--- src/hdl/sacs_pkg.sv ---
// Package: constants and types for the sampling converter sequencer
package sacs_pkg;
  localparam int unsigned CLK_PERIOD_NS = 20;
  localparam int unsigned HOLD_NS = 120;
  localparam int unsigned COARSE_NS = 220;
  localparam int unsigned RESULT_NS = 330;
  localparam int unsigned PD_SAMPLE_NS = 530;
  localparam int unsigned PWRUP_EXT_NS = 1000;
  localparam int unsigned PWRUP_INT_NS = 25000;
  // Least times round up to whole cycles
  localparam int unsigned HOLD_CYC = (HOLD_NS + CLK_PERIOD_NS - 1) / CLK_PERIOD_NS;
  localparam int unsigned COARSE_CYC = (COARSE_NS + CLK_PERIOD_NS - 1) / CLK_PERIOD_NS;
  localparam int unsigned RESULT_CYC = (RESULT_NS + CLK_PERIOD_NS - 1) / CLK_PERIOD_NS;
  localparam int unsigned PD_SAMPLE_CYC = (PD_SAMPLE_NS + CLK_PERIOD_NS - 1) / CLK_PERIOD_NS;
  localparam int unsigned PWRUP_EXT_CYC = (PWRUP_EXT_NS + CLK_PERIOD_NS - 1) / CLK_PERIOD_NS;
  localparam int unsigned PWRUP_INT_CYC = (PWRUP_INT_NS + CLK_PERIOD_NS - 1) / CLK_PERIOD_NS;
  localparam int unsigned RES_W = 8;
  localparam int unsigned NIB_W = 4;
  localparam int unsigned CNT_W = 16;
  localparam int unsigned BIT_CNT_W = 4;
  localparam logic [BIT_CNT_W-1:0] LAST_BIT = 4'h7;
  localparam logic [BIT_CNT_W-1:0] FRAME_END = 4'h8;

  typedef enum {
    SACS_DOWN,
    SACS_WAKE,
    SACS_READY,
    SACS_HOLD,
    SACS_CONV
  } sacs_state_t;

  typedef struct packed {
    logic data;
    logic data_oe;
    logic frame_marker;
  } sacs_serial_t;
endpackage : sacs_pkg

--- src/hdl/sacs_sequencer.sv ---
// Conversion sequencer: power control, track/hold timing, two-step result, serial frame
// Notes on behaviour
// Track resumes 120 ns after trigger fall
// Host waits acquisition time before next start
// Coarse upper nibble, then fine lower nibble
// Finished result loads serial shift register
// Hold input 120 ns after conversion start
// Coarse at 220 ns, result at 330
// Acquisition overlaps ongoing conversion
// Frame marker idles high; trigger fall starts conversion
// First shift rise after end: marker low
// Host supplies free-running shift clock
// Result is straight unsigned binary
// Starts powered down, no conversion yet
// Trigger rise powers the device up
// Power-up 1 us external, 25 us internal
// Early fall deferred until power-up done
// Fall after power-up starts at once
// Host waits 25 us with internal reference
// MSB first on rising edges, eight bits
// Release data after eighth shift falling edge
// Marker high on ninth rise or trigger
// Sample trigger at 530 ns; low powers down
// Trigger high there keeps device powered
// Result taken from sample input at start
module sacs_sequencer
  import sacs_pkg::*;
#(
  parameter int unsigned PWRUP_EXT_CYCLES = PWRUP_EXT_CYC,
  parameter int unsigned PWRUP_INT_CYCLES = PWRUP_INT_CYC
) (
  input wire logic clock_i,
  input wire logic rst_n_i,
  input wire logic conversion_trigger_n_i,
  input wire logic shift_clock_i,
  input wire logic use_internal_ref_i,
  input wire logic [RES_W-1:0] analog_sample_i,
  output logic frame_marker_o,
  output logic serial_result_o,
  output logic serial_result_oe_o,
  output logic powered_up_o,
  output logic track_mode_o,
  output logic converting_o,
  output logic [RES_W-1:0] result_o
);

  initial begin
    if (PWRUP_EXT_CYCLES < 1 || PWRUP_INT_CYCLES < 1 || PWRUP_EXT_CYCLES >= (1 << CNT_W) ||
        PWRUP_INT_CYCLES >= (1 << CNT_W)) begin
      $error("sacs_sequencer: power-up counts out of range");
    end
    // Phase points share one counter, so they must follow one another
    if (HOLD_CYC >= COARSE_CYC || COARSE_CYC >= RESULT_CYC || RESULT_CYC >= PD_SAMPLE_CYC ||
        PD_SAMPLE_CYC >= (1 << CNT_W)) begin
      $error("sacs_sequencer: conversion phase points out of order");
    end
  end

  // Pin synchronisers: three stages, change taken when stages two and three agree
  // Reset levels equal the idle pin levels, so no false edge follows reset
  logic [2:0] trig_sync_r;
  logic [2:0] trig_sync_nxt;
  logic [2:0] sclk_sync_r;
  logic [2:0] sclk_sync_nxt;
  logic trig_lvl_r;
  logic trig_lvl_nxt;
  logic sclk_lvl_r;
  logic sclk_lvl_nxt;
  logic trig_fall;
  logic trig_rise;
  logic sclk_rise;
  logic sclk_fall;

  always_comb begin
    trig_sync_nxt = {trig_sync_r[1:0], conversion_trigger_n_i};
    sclk_sync_nxt = {sclk_sync_r[1:0], shift_clock_i};
    trig_lvl_nxt = trig_lvl_r;
    sclk_lvl_nxt = sclk_lvl_r;
    if (trig_sync_r[1] == trig_sync_r[2]) begin
      trig_lvl_nxt = trig_sync_r[2];
    end
    if (sclk_sync_r[1] == sclk_sync_r[2]) begin
      sclk_lvl_nxt = sclk_sync_r[2];
    end
  end

  assign trig_fall = trig_lvl_r & ~trig_lvl_nxt;
  assign trig_rise = ~trig_lvl_r & trig_lvl_nxt;
  assign sclk_rise = ~sclk_lvl_r & sclk_lvl_nxt;
  assign sclk_fall = sclk_lvl_r & ~sclk_lvl_nxt;

  always_ff @(posedge clock_i) begin
    if (!rst_n_i) begin
      trig_sync_r <= 3'h7;
      sclk_sync_r <= 3'h0;
      trig_lvl_r <= 1'b1;
      sclk_lvl_r <= 1'b0;
    end else begin
      trig_sync_r <= trig_sync_nxt;
      sclk_sync_r <= sclk_sync_nxt;
      trig_lvl_r <= trig_lvl_nxt;
      sclk_lvl_r <= sclk_lvl_nxt;
    end
  end

  // Power and conversion sequencing
  sacs_state_t state_r;
  sacs_state_t state_nxt;
  logic [CNT_W-1:0] pwr_cnt_r;
  logic [CNT_W-1:0] pwr_cnt_nxt;
  logic [CNT_W-1:0] conv_cnt_r;
  logic [CNT_W-1:0] conv_cnt_nxt;
  logic pending_r;
  logic pending_nxt;
  logic pd_check_r;
  logic pd_check_nxt;
  logic track_r;
  logic track_nxt;
  logic [RES_W-1:0] sample_r;
  logic [RES_W-1:0] sample_nxt;
  logic [RES_W-1:0] result_r;
  logic [RES_W-1:0] result_nxt;
  logic eoc;
  logic start;
  logic [CNT_W-1:0] pwr_target;

  // Reference choice only matters while waking; keep it static meanwhile
  assign pwr_target = use_internal_ref_i ? CNT_W'(PWRUP_INT_CYCLES) : CNT_W'(PWRUP_EXT_CYCLES);

  always_comb begin
    state_nxt = state_r;
    pwr_cnt_nxt = pwr_cnt_r;
    conv_cnt_nxt = conv_cnt_r;
    pending_nxt = pending_r;
    pd_check_nxt = pd_check_r;
    track_nxt = track_r;
    sample_nxt = sample_r;
    result_nxt = result_r;
    eoc = 1'b0;
    start = 1'b0;
    unique case (state_r)
      SACS_DOWN: begin
        // Stays in low current until the trigger rises
        if (trig_rise) begin
          state_nxt = SACS_WAKE;
          pwr_cnt_nxt = '0;
          pending_nxt = 1'b0;
        end
      end
      SACS_WAKE: begin
        pwr_cnt_nxt = pwr_cnt_r + CNT_W'(1);
        // An early fall is remembered and served once powered
        if (trig_fall) begin
          pending_nxt = 1'b1;
        end
        if (pwr_cnt_r + CNT_W'(1) >= pwr_target) begin
          if (pending_r | trig_fall) begin
            start = 1'b1;
          end else begin
            state_nxt = SACS_READY;
          end
        end
      end
      SACS_READY: begin
        if (trig_fall) begin
          start = 1'b1;
        end
      end
      SACS_HOLD, SACS_CONV: begin
        conv_cnt_nxt = conv_cnt_r + CNT_W'(1);
        if (conv_cnt_r + CNT_W'(1) == CNT_W'(HOLD_CYC)) begin
          track_nxt = 1'b1;
          state_nxt = SACS_CONV;
        end
        // Coarse nibble first, fine nibble after, unsigned code
        if (conv_cnt_r + CNT_W'(1) == CNT_W'(COARSE_CYC)) begin
          result_nxt[RES_W-1:NIB_W] = sample_r[RES_W-1:NIB_W];
        end
        if (conv_cnt_r + CNT_W'(1) == CNT_W'(RESULT_CYC)) begin
          result_nxt[NIB_W-1:0] = sample_r[NIB_W-1:0];
          eoc = 1'b1;
        end
        // Power-down decision at the 530 ns sample point
        if (conv_cnt_r + CNT_W'(1) == CNT_W'(PD_SAMPLE_CYC)) begin
          pd_check_nxt = 1'b0;
          state_nxt = trig_lvl_r ? SACS_READY : SACS_DOWN;
        end
      end
      default: state_nxt = SACS_DOWN;
    endcase
    if (start) begin
      state_nxt = SACS_HOLD;
      conv_cnt_nxt = '0;
      pending_nxt = 1'b0;
      pd_check_nxt = 1'b1;
      track_nxt = 1'b0;
      sample_nxt = analog_sample_i;
    end
  end

  always_ff @(posedge clock_i) begin
    if (!rst_n_i) begin
      state_r <= SACS_DOWN;
      pwr_cnt_r <= '0;
      conv_cnt_r <= '0;
      pending_r <= 1'b0;
      pd_check_r <= 1'b0;
      track_r <= 1'b1;
      sample_r <= '0;
      result_r <= '0;
    end else begin
      state_r <= state_nxt;
      pwr_cnt_r <= pwr_cnt_nxt;
      conv_cnt_r <= conv_cnt_nxt;
      pending_r <= pending_nxt;
      pd_check_r <= pd_check_nxt;
      track_r <= track_nxt;
      sample_r <= sample_nxt;
      result_r <= result_nxt;
    end
  end

  // Serial side; shift clock must run continuously for framing to follow
  logic [RES_W-1:0] shreg_r;
  logic [RES_W-1:0] shreg_nxt;
  logic loaded_r;
  logic loaded_nxt;
  logic active_r;
  logic active_nxt;
  logic [BIT_CNT_W-1:0] bit_cnt_r;
  logic [BIT_CNT_W-1:0] bit_cnt_nxt;
  sacs_serial_t ser_r;
  sacs_serial_t ser_nxt;

  always_comb begin
    shreg_nxt = shreg_r;
    loaded_nxt = loaded_r;
    active_nxt = active_r;
    bit_cnt_nxt = bit_cnt_r;
    ser_nxt = ser_r;
    if (sclk_rise && active_r) begin
      if (bit_cnt_r < LAST_BIT) begin
        ser_nxt.data = shreg_r[RES_W-1];
        shreg_nxt = {shreg_r[RES_W-2:0], 1'b0};
        bit_cnt_nxt = bit_cnt_r + BIT_CNT_W'(1);
      end else begin
        // Ninth rise closes the frame
        ser_nxt.frame_marker = 1'b1;
        ser_nxt.data_oe = 1'b0;
        active_nxt = 1'b0;
        bit_cnt_nxt = FRAME_END;
      end
    end else if (sclk_rise && loaded_r) begin
      loaded_nxt = 1'b0;
      active_nxt = 1'b1;
      ser_nxt.frame_marker = 1'b0;
      ser_nxt.data_oe = 1'b1;
      ser_nxt.data = shreg_r[RES_W-1];
      shreg_nxt = {shreg_r[RES_W-2:0], 1'b0};
      bit_cnt_nxt = '0;
    end
    if (sclk_fall && active_r && bit_cnt_r == LAST_BIT) begin
      ser_nxt.data_oe = 1'b0;
    end
    // Without a ninth rise the frame stays open until the next trigger fall
    if (trig_fall && active_r) begin
      ser_nxt.frame_marker = 1'b1;
      ser_nxt.data_oe = 1'b0;
      active_nxt = 1'b0;
    end
    if (eoc) begin
      shreg_nxt = {result_r[RES_W-1:NIB_W], sample_r[NIB_W-1:0]};
      loaded_nxt = 1'b1;
    end
  end

  always_ff @(posedge clock_i) begin
    if (!rst_n_i) begin
      shreg_r <= '0;
      loaded_r <= 1'b0;
      active_r <= 1'b0;
      bit_cnt_r <= '0;
      ser_r <= '{data: 1'b0, data_oe: 1'b0, frame_marker: 1'b1};
    end else begin
      shreg_r <= shreg_nxt;
      loaded_r <= loaded_nxt;
      active_r <= active_nxt;
      bit_cnt_r <= bit_cnt_nxt;
      ser_r <= ser_nxt;
    end
  end

  // Start of a new conversion while a read is still running is the host's concern
  assign frame_marker_o = ser_r.frame_marker;
  assign serial_result_o = ser_r.data;
  assign serial_result_oe_o = ser_r.data_oe;
  assign powered_up_o = (state_r != SACS_DOWN);
  assign track_mode_o = track_r;
  assign converting_o = pd_check_r;
  assign result_o = result_r;

endmodule : sacs_sequencer

--- config.mk ---
export PLATFORM = sky130hd
export DESIGN_NAME = sacs_sequencer
export DESIGN_NICKNAME = d
export VERILOG_FILES = /design/src/hdl/sacs_pkg.sv /design/src/hdl/sacs_sequencer.sv
export SDC_FILE = /design/constraint.sdc
export NUM_CORES = 1
export LEC_CHECK = 0
export BUFFER_PORTS_ARGS = -buffer_cell sky130_fd_sc_hd__buf_2
export CAP_MARGIN = 5
export CORE_UTILIZATION = 50
export DETAILED_ROUTE_END_ITERATION = 8
export PLACE_DENSITY = 0.75
export SLEW_MARGIN = 40
export SYNTH_ARGS = -nofsm -noshare
export SYNTH_HDL_FRONTEND = slang
export SYNTH_SLANG_ARGS = --single-unit
--- constraint.sdc ---
create_clock -name clock_i -period 3.9 [get_ports clock_i]
set_input_delay 0.78 -clock clock_i [delete_from_list [all_inputs] [get_ports clock_i]]
set_output_delay 0.78 -clock clock_i [all_outputs]
set_load 0.005 [all_outputs]
; ---- After elaboration in Yosys (flattened, before gate mapping)
; Cells that the tools add are included.
[word_totals]
ff_bits = 108
latchBits = 0
ram_bits = 0
rom_bits = 0
in_bits = 13
out_inout_bits = 14
word_cells = 137
memories = 0
[classes]
n_addsub = 3
multipliers = 0
div = 0
order_cmp = 2
eq_ne = 25
shifts = 0
muxes = 45
n_bitwise = 11
reduce_logical = 30
[ops]
columns = op, count
row1 = 32-bit 2-to-1 mux, 5
row2 = 32-bit one-hot mux with 4 select lines, 1
row3 = 32-bit by 2-bit equality test with 1-bit output (second input constant), 2
row4 = 16-bit by 1-bit adder with 16-bit output (second input constant), 2
row5 = 16-bit by 5-bit equality test with 1-bit output (second input constant), 2
row6 = 32-bit by 1-bit equality test with 1-bit output (second input constant), 1
row7 = 32-bit by 3-bit equality test with 1-bit output (second input constant), 1
row8 = 32-bit logical NOT, 1
row9 = 8-bit 2-to-1 mux, 4
row10 = 16-bit one-hot mux with 2 select lines, 1
row11 = 32-bit nonzero test, 1
row12 = 1-bit 2-to-1 mux, 22
row13 = 2-bit AND reduction, 9
row14 = 16-bit by 3-bit equality test with 1-bit output (second input constant), 1
row15 = 16-bit by 4-bit equality test with 1-bit output (second input constant), 1
row16 = 16-bit by 11-bit >= comparator with 1-bit output, 1
row17 = 16-bit 2-to-1 mux, 1
row18 = 2-bit inequality test (second input constant), 7
row19 = 4-bit 2-to-1 mux, 3
row20 = 3-bit inequality test (second input constant), 4
row21 = 2-bit nonzero test, 6
row22 = 11-bit 2-to-1 mux, 1
row23 = 5-bit AND reduction, 2
row24 = 2-bit 2-to-1 mux, 3
row25 = 17 further kinds, 34

; ---- Longest topological paths before layout
[depth]
depth_word = 10
depth_mapped = 14
mapped_depth_nobuf = 11

; ---- Least setup slack after synthesis
; No wires, ideal clock.
[synth_path]
path_kind = reg-to-reg
from = register pwr_cnt_r[0]
to = register state_r[0]
setup_ns = 0.120
t_arrival_ns = 2.747
required_time_ns = 3.780
setup_slack_ns = 1.033
stages_incl_launch_ff = 13
n_path_buf = 1
synth_period_minus_slack_ns = 2.867
path_cell_list = dfxtp_1 ha_1 nand3_1 xnor2_1 ha_1 nor3b_1 a31oi_1 o21ai_0 a21oi_1 or3_4 o21ba_1 buf_6 o31a_1
[synth_between]
elab_chain_len = 6
word_cells_on_any_way = 11
classes_between = add/sub: 1 / order compare: 1 / eq/ne: 5 / mux: 3 / reduce/logical: 1
[synth_rtl]
columns = item, line_no
row1 = start: declaration, sacs_sequencer.sv:109  ; logic [CNT_W-1:0] pwr_cnt_r;
row2 = start signal: assignment, sacs_sequencer.sv:213  ; pwr_cnt_r <= pwr_cnt_nxt;
row3 = 16-bit by 1-bit adder with 16-bit output *, sacs_sequencer.sv:156  ; if (pwr_cnt_r + CNT_W'(1) >= pwr_target) begin
row4 = 16-bit by 11-bit >= comparator with 1-bit output *, sacs_sequencer.sv:156
row5 = 1-bit 2-to-1 mux, sacs_sequencer.sv:156
row6 = 1-bit one-hot mux with 2 select lines, sacs_sequencer.sv:141  ; unique case (state_r)
row7 = "4-bit inequality test (no source line), or another cell as far along", --
row8 = 5-bit AND reduction (no source line), --
row9 = end signal: assignment, sacs_sequencer.sv:212  ; state_r <= state_nxt;
row10 = end: declaration, sacs_sequencer.sv:107  ; sacs_state_t state_r;
; Mark *: on every way between the ends. The rest lies on a longest branch, timed or not.
; A chain may end at the register's enable or synchronous reset.

; ---- Worst setup path in the final report
; Same ends and word-level chain as after synthesis.

==> impl_metrics.json <==
{
  "grt_antenna_before_repair": 0,
  "drive_above_1_share_pct": 14.8,
  "critPathLaunchType": "register",
  "num_io_pins": 27,
  "area.growth.synth_to_final_pct": 7.82,
  "viasPerCell": 5.74,
  "synth_adder_area_share_pct": 3.20,
  "vias": 3601,
  "relSlewSlack_pct": 47.4,
  "synth_area_leaders": "dfxtp_1 (37%), mux2i_1 (6.5%), nand2_1 (5.6%), xnor2_1 (4.3%), nor2_1 (3.6%)",
  "grt_max_degree": 52,
  "avgSynthCellArea_um2": 8.40,
  "clk_root_buffer_cell": "clkbuf_8",
  "yosys.area_share.simple_pct": 26.4,
  "htree_levels": 3,
  "fillers": 744,
  "antenna_cells": 0,
  "drv_slew": 0,
  "top_usage_layer": "met2",
  "clkLatencyLatePin_ns": 0.35,
  "fin_crit_ns": 3.37,
  "synth-edff-count": 0,
  "yosysMostFrequentCell": "dfxtp_1",
  "grt_use_total_pct": 21.7,
  "synth_compound_area_share_pct": 14.1,
  "p_per_area_nw_per_um2": 324,
  "synth_top_family_by_area": "simple AND/OR/NAND/NOR gates",
  "fmax_ghz": 0.297,
  "cp.required_ns": 4.14,
  "core_um2": 8260,
  "die_area_um2": 8980,
  "end_kind": "register",
  "die_h_um": 94.8,
  "rows": 33,
  "synth_nets": 536,
  "drc": 0,
  "p_total_w": 0.00150,
  "drt-pass1-iter-count": 5,
  "syn_area_um2": 4300,
  "grt_use_met1_pct": 27.4,
  "wl_per_cell_um": 14.1,
  "synth_xor_area_share_pct": 5.90,
  "grt_pass1_wl_um": 15500,
  "synth_top_area_share_pct": 36.8,
  "tightestPinTransition_ns": 0.788,
  "rsz0062_at_grt": "false",
  "syn_inst": 512,
  "peakVddDrop_mv": 0.315,
  "r2r_cells": 12,
  "port_buffers": 26,
  "drtIter0Drc": 155,
  "globalRouteOverflowTotal": 0,
  "die_w_um": 94.8,
  "use_met3_pct": 3.30,
  "setup_viol": 0,
  "ant_nets": 0,
  "fin_crit_sh_pct": 86.4,
  "hold_class": "register to register",
  "initial_core_util_pct": 52.1,
  "synth_area_leader_cell": "dfxtp_1",
  "hold_violations": 0,
  "totalWireLength_um": 8850,
  "holdPathStages": 1,
  "async_reset_ff_share_pct": 0,
  "dp_hpwl_um": 6000,
  "run_status": "finished, final reports clean",
  "clk_path_buf_depth": 2,
  "tns_ns": 0,
  "ys_types": 63,
  "yosysWarnings": 0,
  "post_cts_buffers": 0,
  "clock_sinks": 79,
  "cts_resized": 0,
  "hold-worst-slack_ns": 0.441,
  "arrival_ns": 3.61,
  "cts_tree": "built",
  "grt_util_met2_pct": 37.0,
  "cts_buffers": 9,
  "crit_type": "register to register",
  "maxCapViolCount": 0,
  "synthMuxAreaShare_pct": 8.35,
  "cts.clk_slew.worst_paths_ns": 0.08,
  "synth_common_cells": "dfxtp_1 (79), nand2_1 (64), nor2_1 (41)",
  "synth-seq-cells": 79,
  "layout.nets": 542,
  "p_leak_nw": 1.69,
  "postCtsHoldBufs": 0,
  "synth_flop_cell": "dfxtp_1",
  "clock_skew_ns": 0.0129,
  "crit_fanout": 23,
  "grt_pass1_vias": 3454,
  "gp_congestion": 0.888,
  "ys_seq_area_share_pct": 36.8
}
## cell usage in the layout, fill, tap and decap left out, types with 8 or more instances in the layout
master | Yosys | final
dfxtp_1 | 79 | 79
nand2_1 | 64 | 64
nor2_1 | 41 | 41
mux2i_1 | 28 | 28
buf_2 | 4 | 26
a21oi_1 | 26 | 25
o21ai_0 | 23 | 23
xnor2_1 | 21 | 21
nand3_1 | 18 | 18
inv_1 | 15 | 15
nor3_1 | 15 | 15
nor3_2 | 14 | 14
and3_1 | 12 | 12
ha_1 | 11 | 11
clkbuf_8 | 0 | 9
xor2_1 | 8 | 8
nand4_1 | 8 | 8
## where the power goes
part / internal, W / switching (W) / leakage (nW) / total (W)
logic: 0.00000992 / 0.0000215 / 0.955 / 0.0000315
registers: 0.000808 / 0.00000181 / 0.637 / 0.000810
clock network: 0.000358 / 0.000303 / 0.0986 / 0.000662
total: 0.00118 / 0.000327 / 1.69 / 0.00150
## final timing paths
kind	start	endpoint	slack [ns]
setup / recovery	pwr_cnt_r[0]$_SDFFE_PN0P_	state_r[0]$_SDFFE_PN0P_	0.53
hold / removal	sclk_sync_r[0]$_SDFF_PN0_	sclk_sync_r[1]$_SDFF_PN0_	0.44
setup reg to reg	pwr_cnt_r[0]$_SDFFE_PN0P_	state_r[0]$_SDFFE_PN0P_	0.53
hold reg to reg	sclk_sync_r[0]$_SDFF_PN0_	sclk_sync_r[1]$_SDFF_PN0_	0.44
## worst max-delay path, cell delays in order (launching register included)
cell     delay, ns
dfxtp_1       0.45
ha_1          0.32
nand3_1       0.16
xnor2_1       0.16
ha_1          0.21
nor3b_1       0.33
a31oi_1       0.13
o21ai_0       0.20
a21oi_1       0.10
or3_4         0.41
o21ba_1       0.19
buf_4         0.25
o31a_1        0.33
## state kept, by name, indices dropped and copies added (netlist names)
register,flops
serial_result_o,1
track_mode_o,1
sclk_sync_r,3
bit_cnt_r,4
conv_cnt_r,16
frame_marker_o,1
pwr_cnt_r,16
loaded_r,1
state_r,3
trig_lvl_r,1
pending_r,1
result_o,8
serial_result_oe_o,1
shreg_r,8
sample_r,8
active_r,1
sclk_lvl_r,1
converting_o,1
trig_sync_r,3
## cell type report
type | count | area (µm²) | share of cell area, %
well taps | 105 | 131 | 2.83
clock inverters | 5 | 83.8 | 1.81
flip-flops and latches | 79 | 1580 | 34.1
inverters | 16 | 60.1 | 1.29
repair buffers | 30 | 160 | 3.45
clock buffers | 10 | 128 | 2.75
multi-input cells | 382 | 2490 | 53.8
## stage by stage
stage	cells	area, µm²	setup slack [ns]	util (%)
6_report	627	4640	0.530	56.2
5_1_grt	627	4640	0.293	56.2
4_1_cts	627	4640	0.555	56.1
3_5_place_dp	612	4420	0.591	53.6
3_3_place_gp	612	4420	0.692	53.6
2_1_floorplan	512	4300	1.03	-
## cell families after synthesis
| group | after synthesis |
|---|---|
| adders and majority gates | 11 |
| AOI/OAI and AO/OA | 94 |
| muxes | 35 |
| buffers and inverters | 51 |
| DFF | 79 |
| xor gates and xnor gates | 29 |
| and+or+nand+nor | 213 |
## layer usage
metal	share of wire, %	wire length, µm
met1	47	4150
met2	48	4230
met3	3.5	306
met4	1.8	163
met5	0	0
Power figures use the tool's default switching activity.
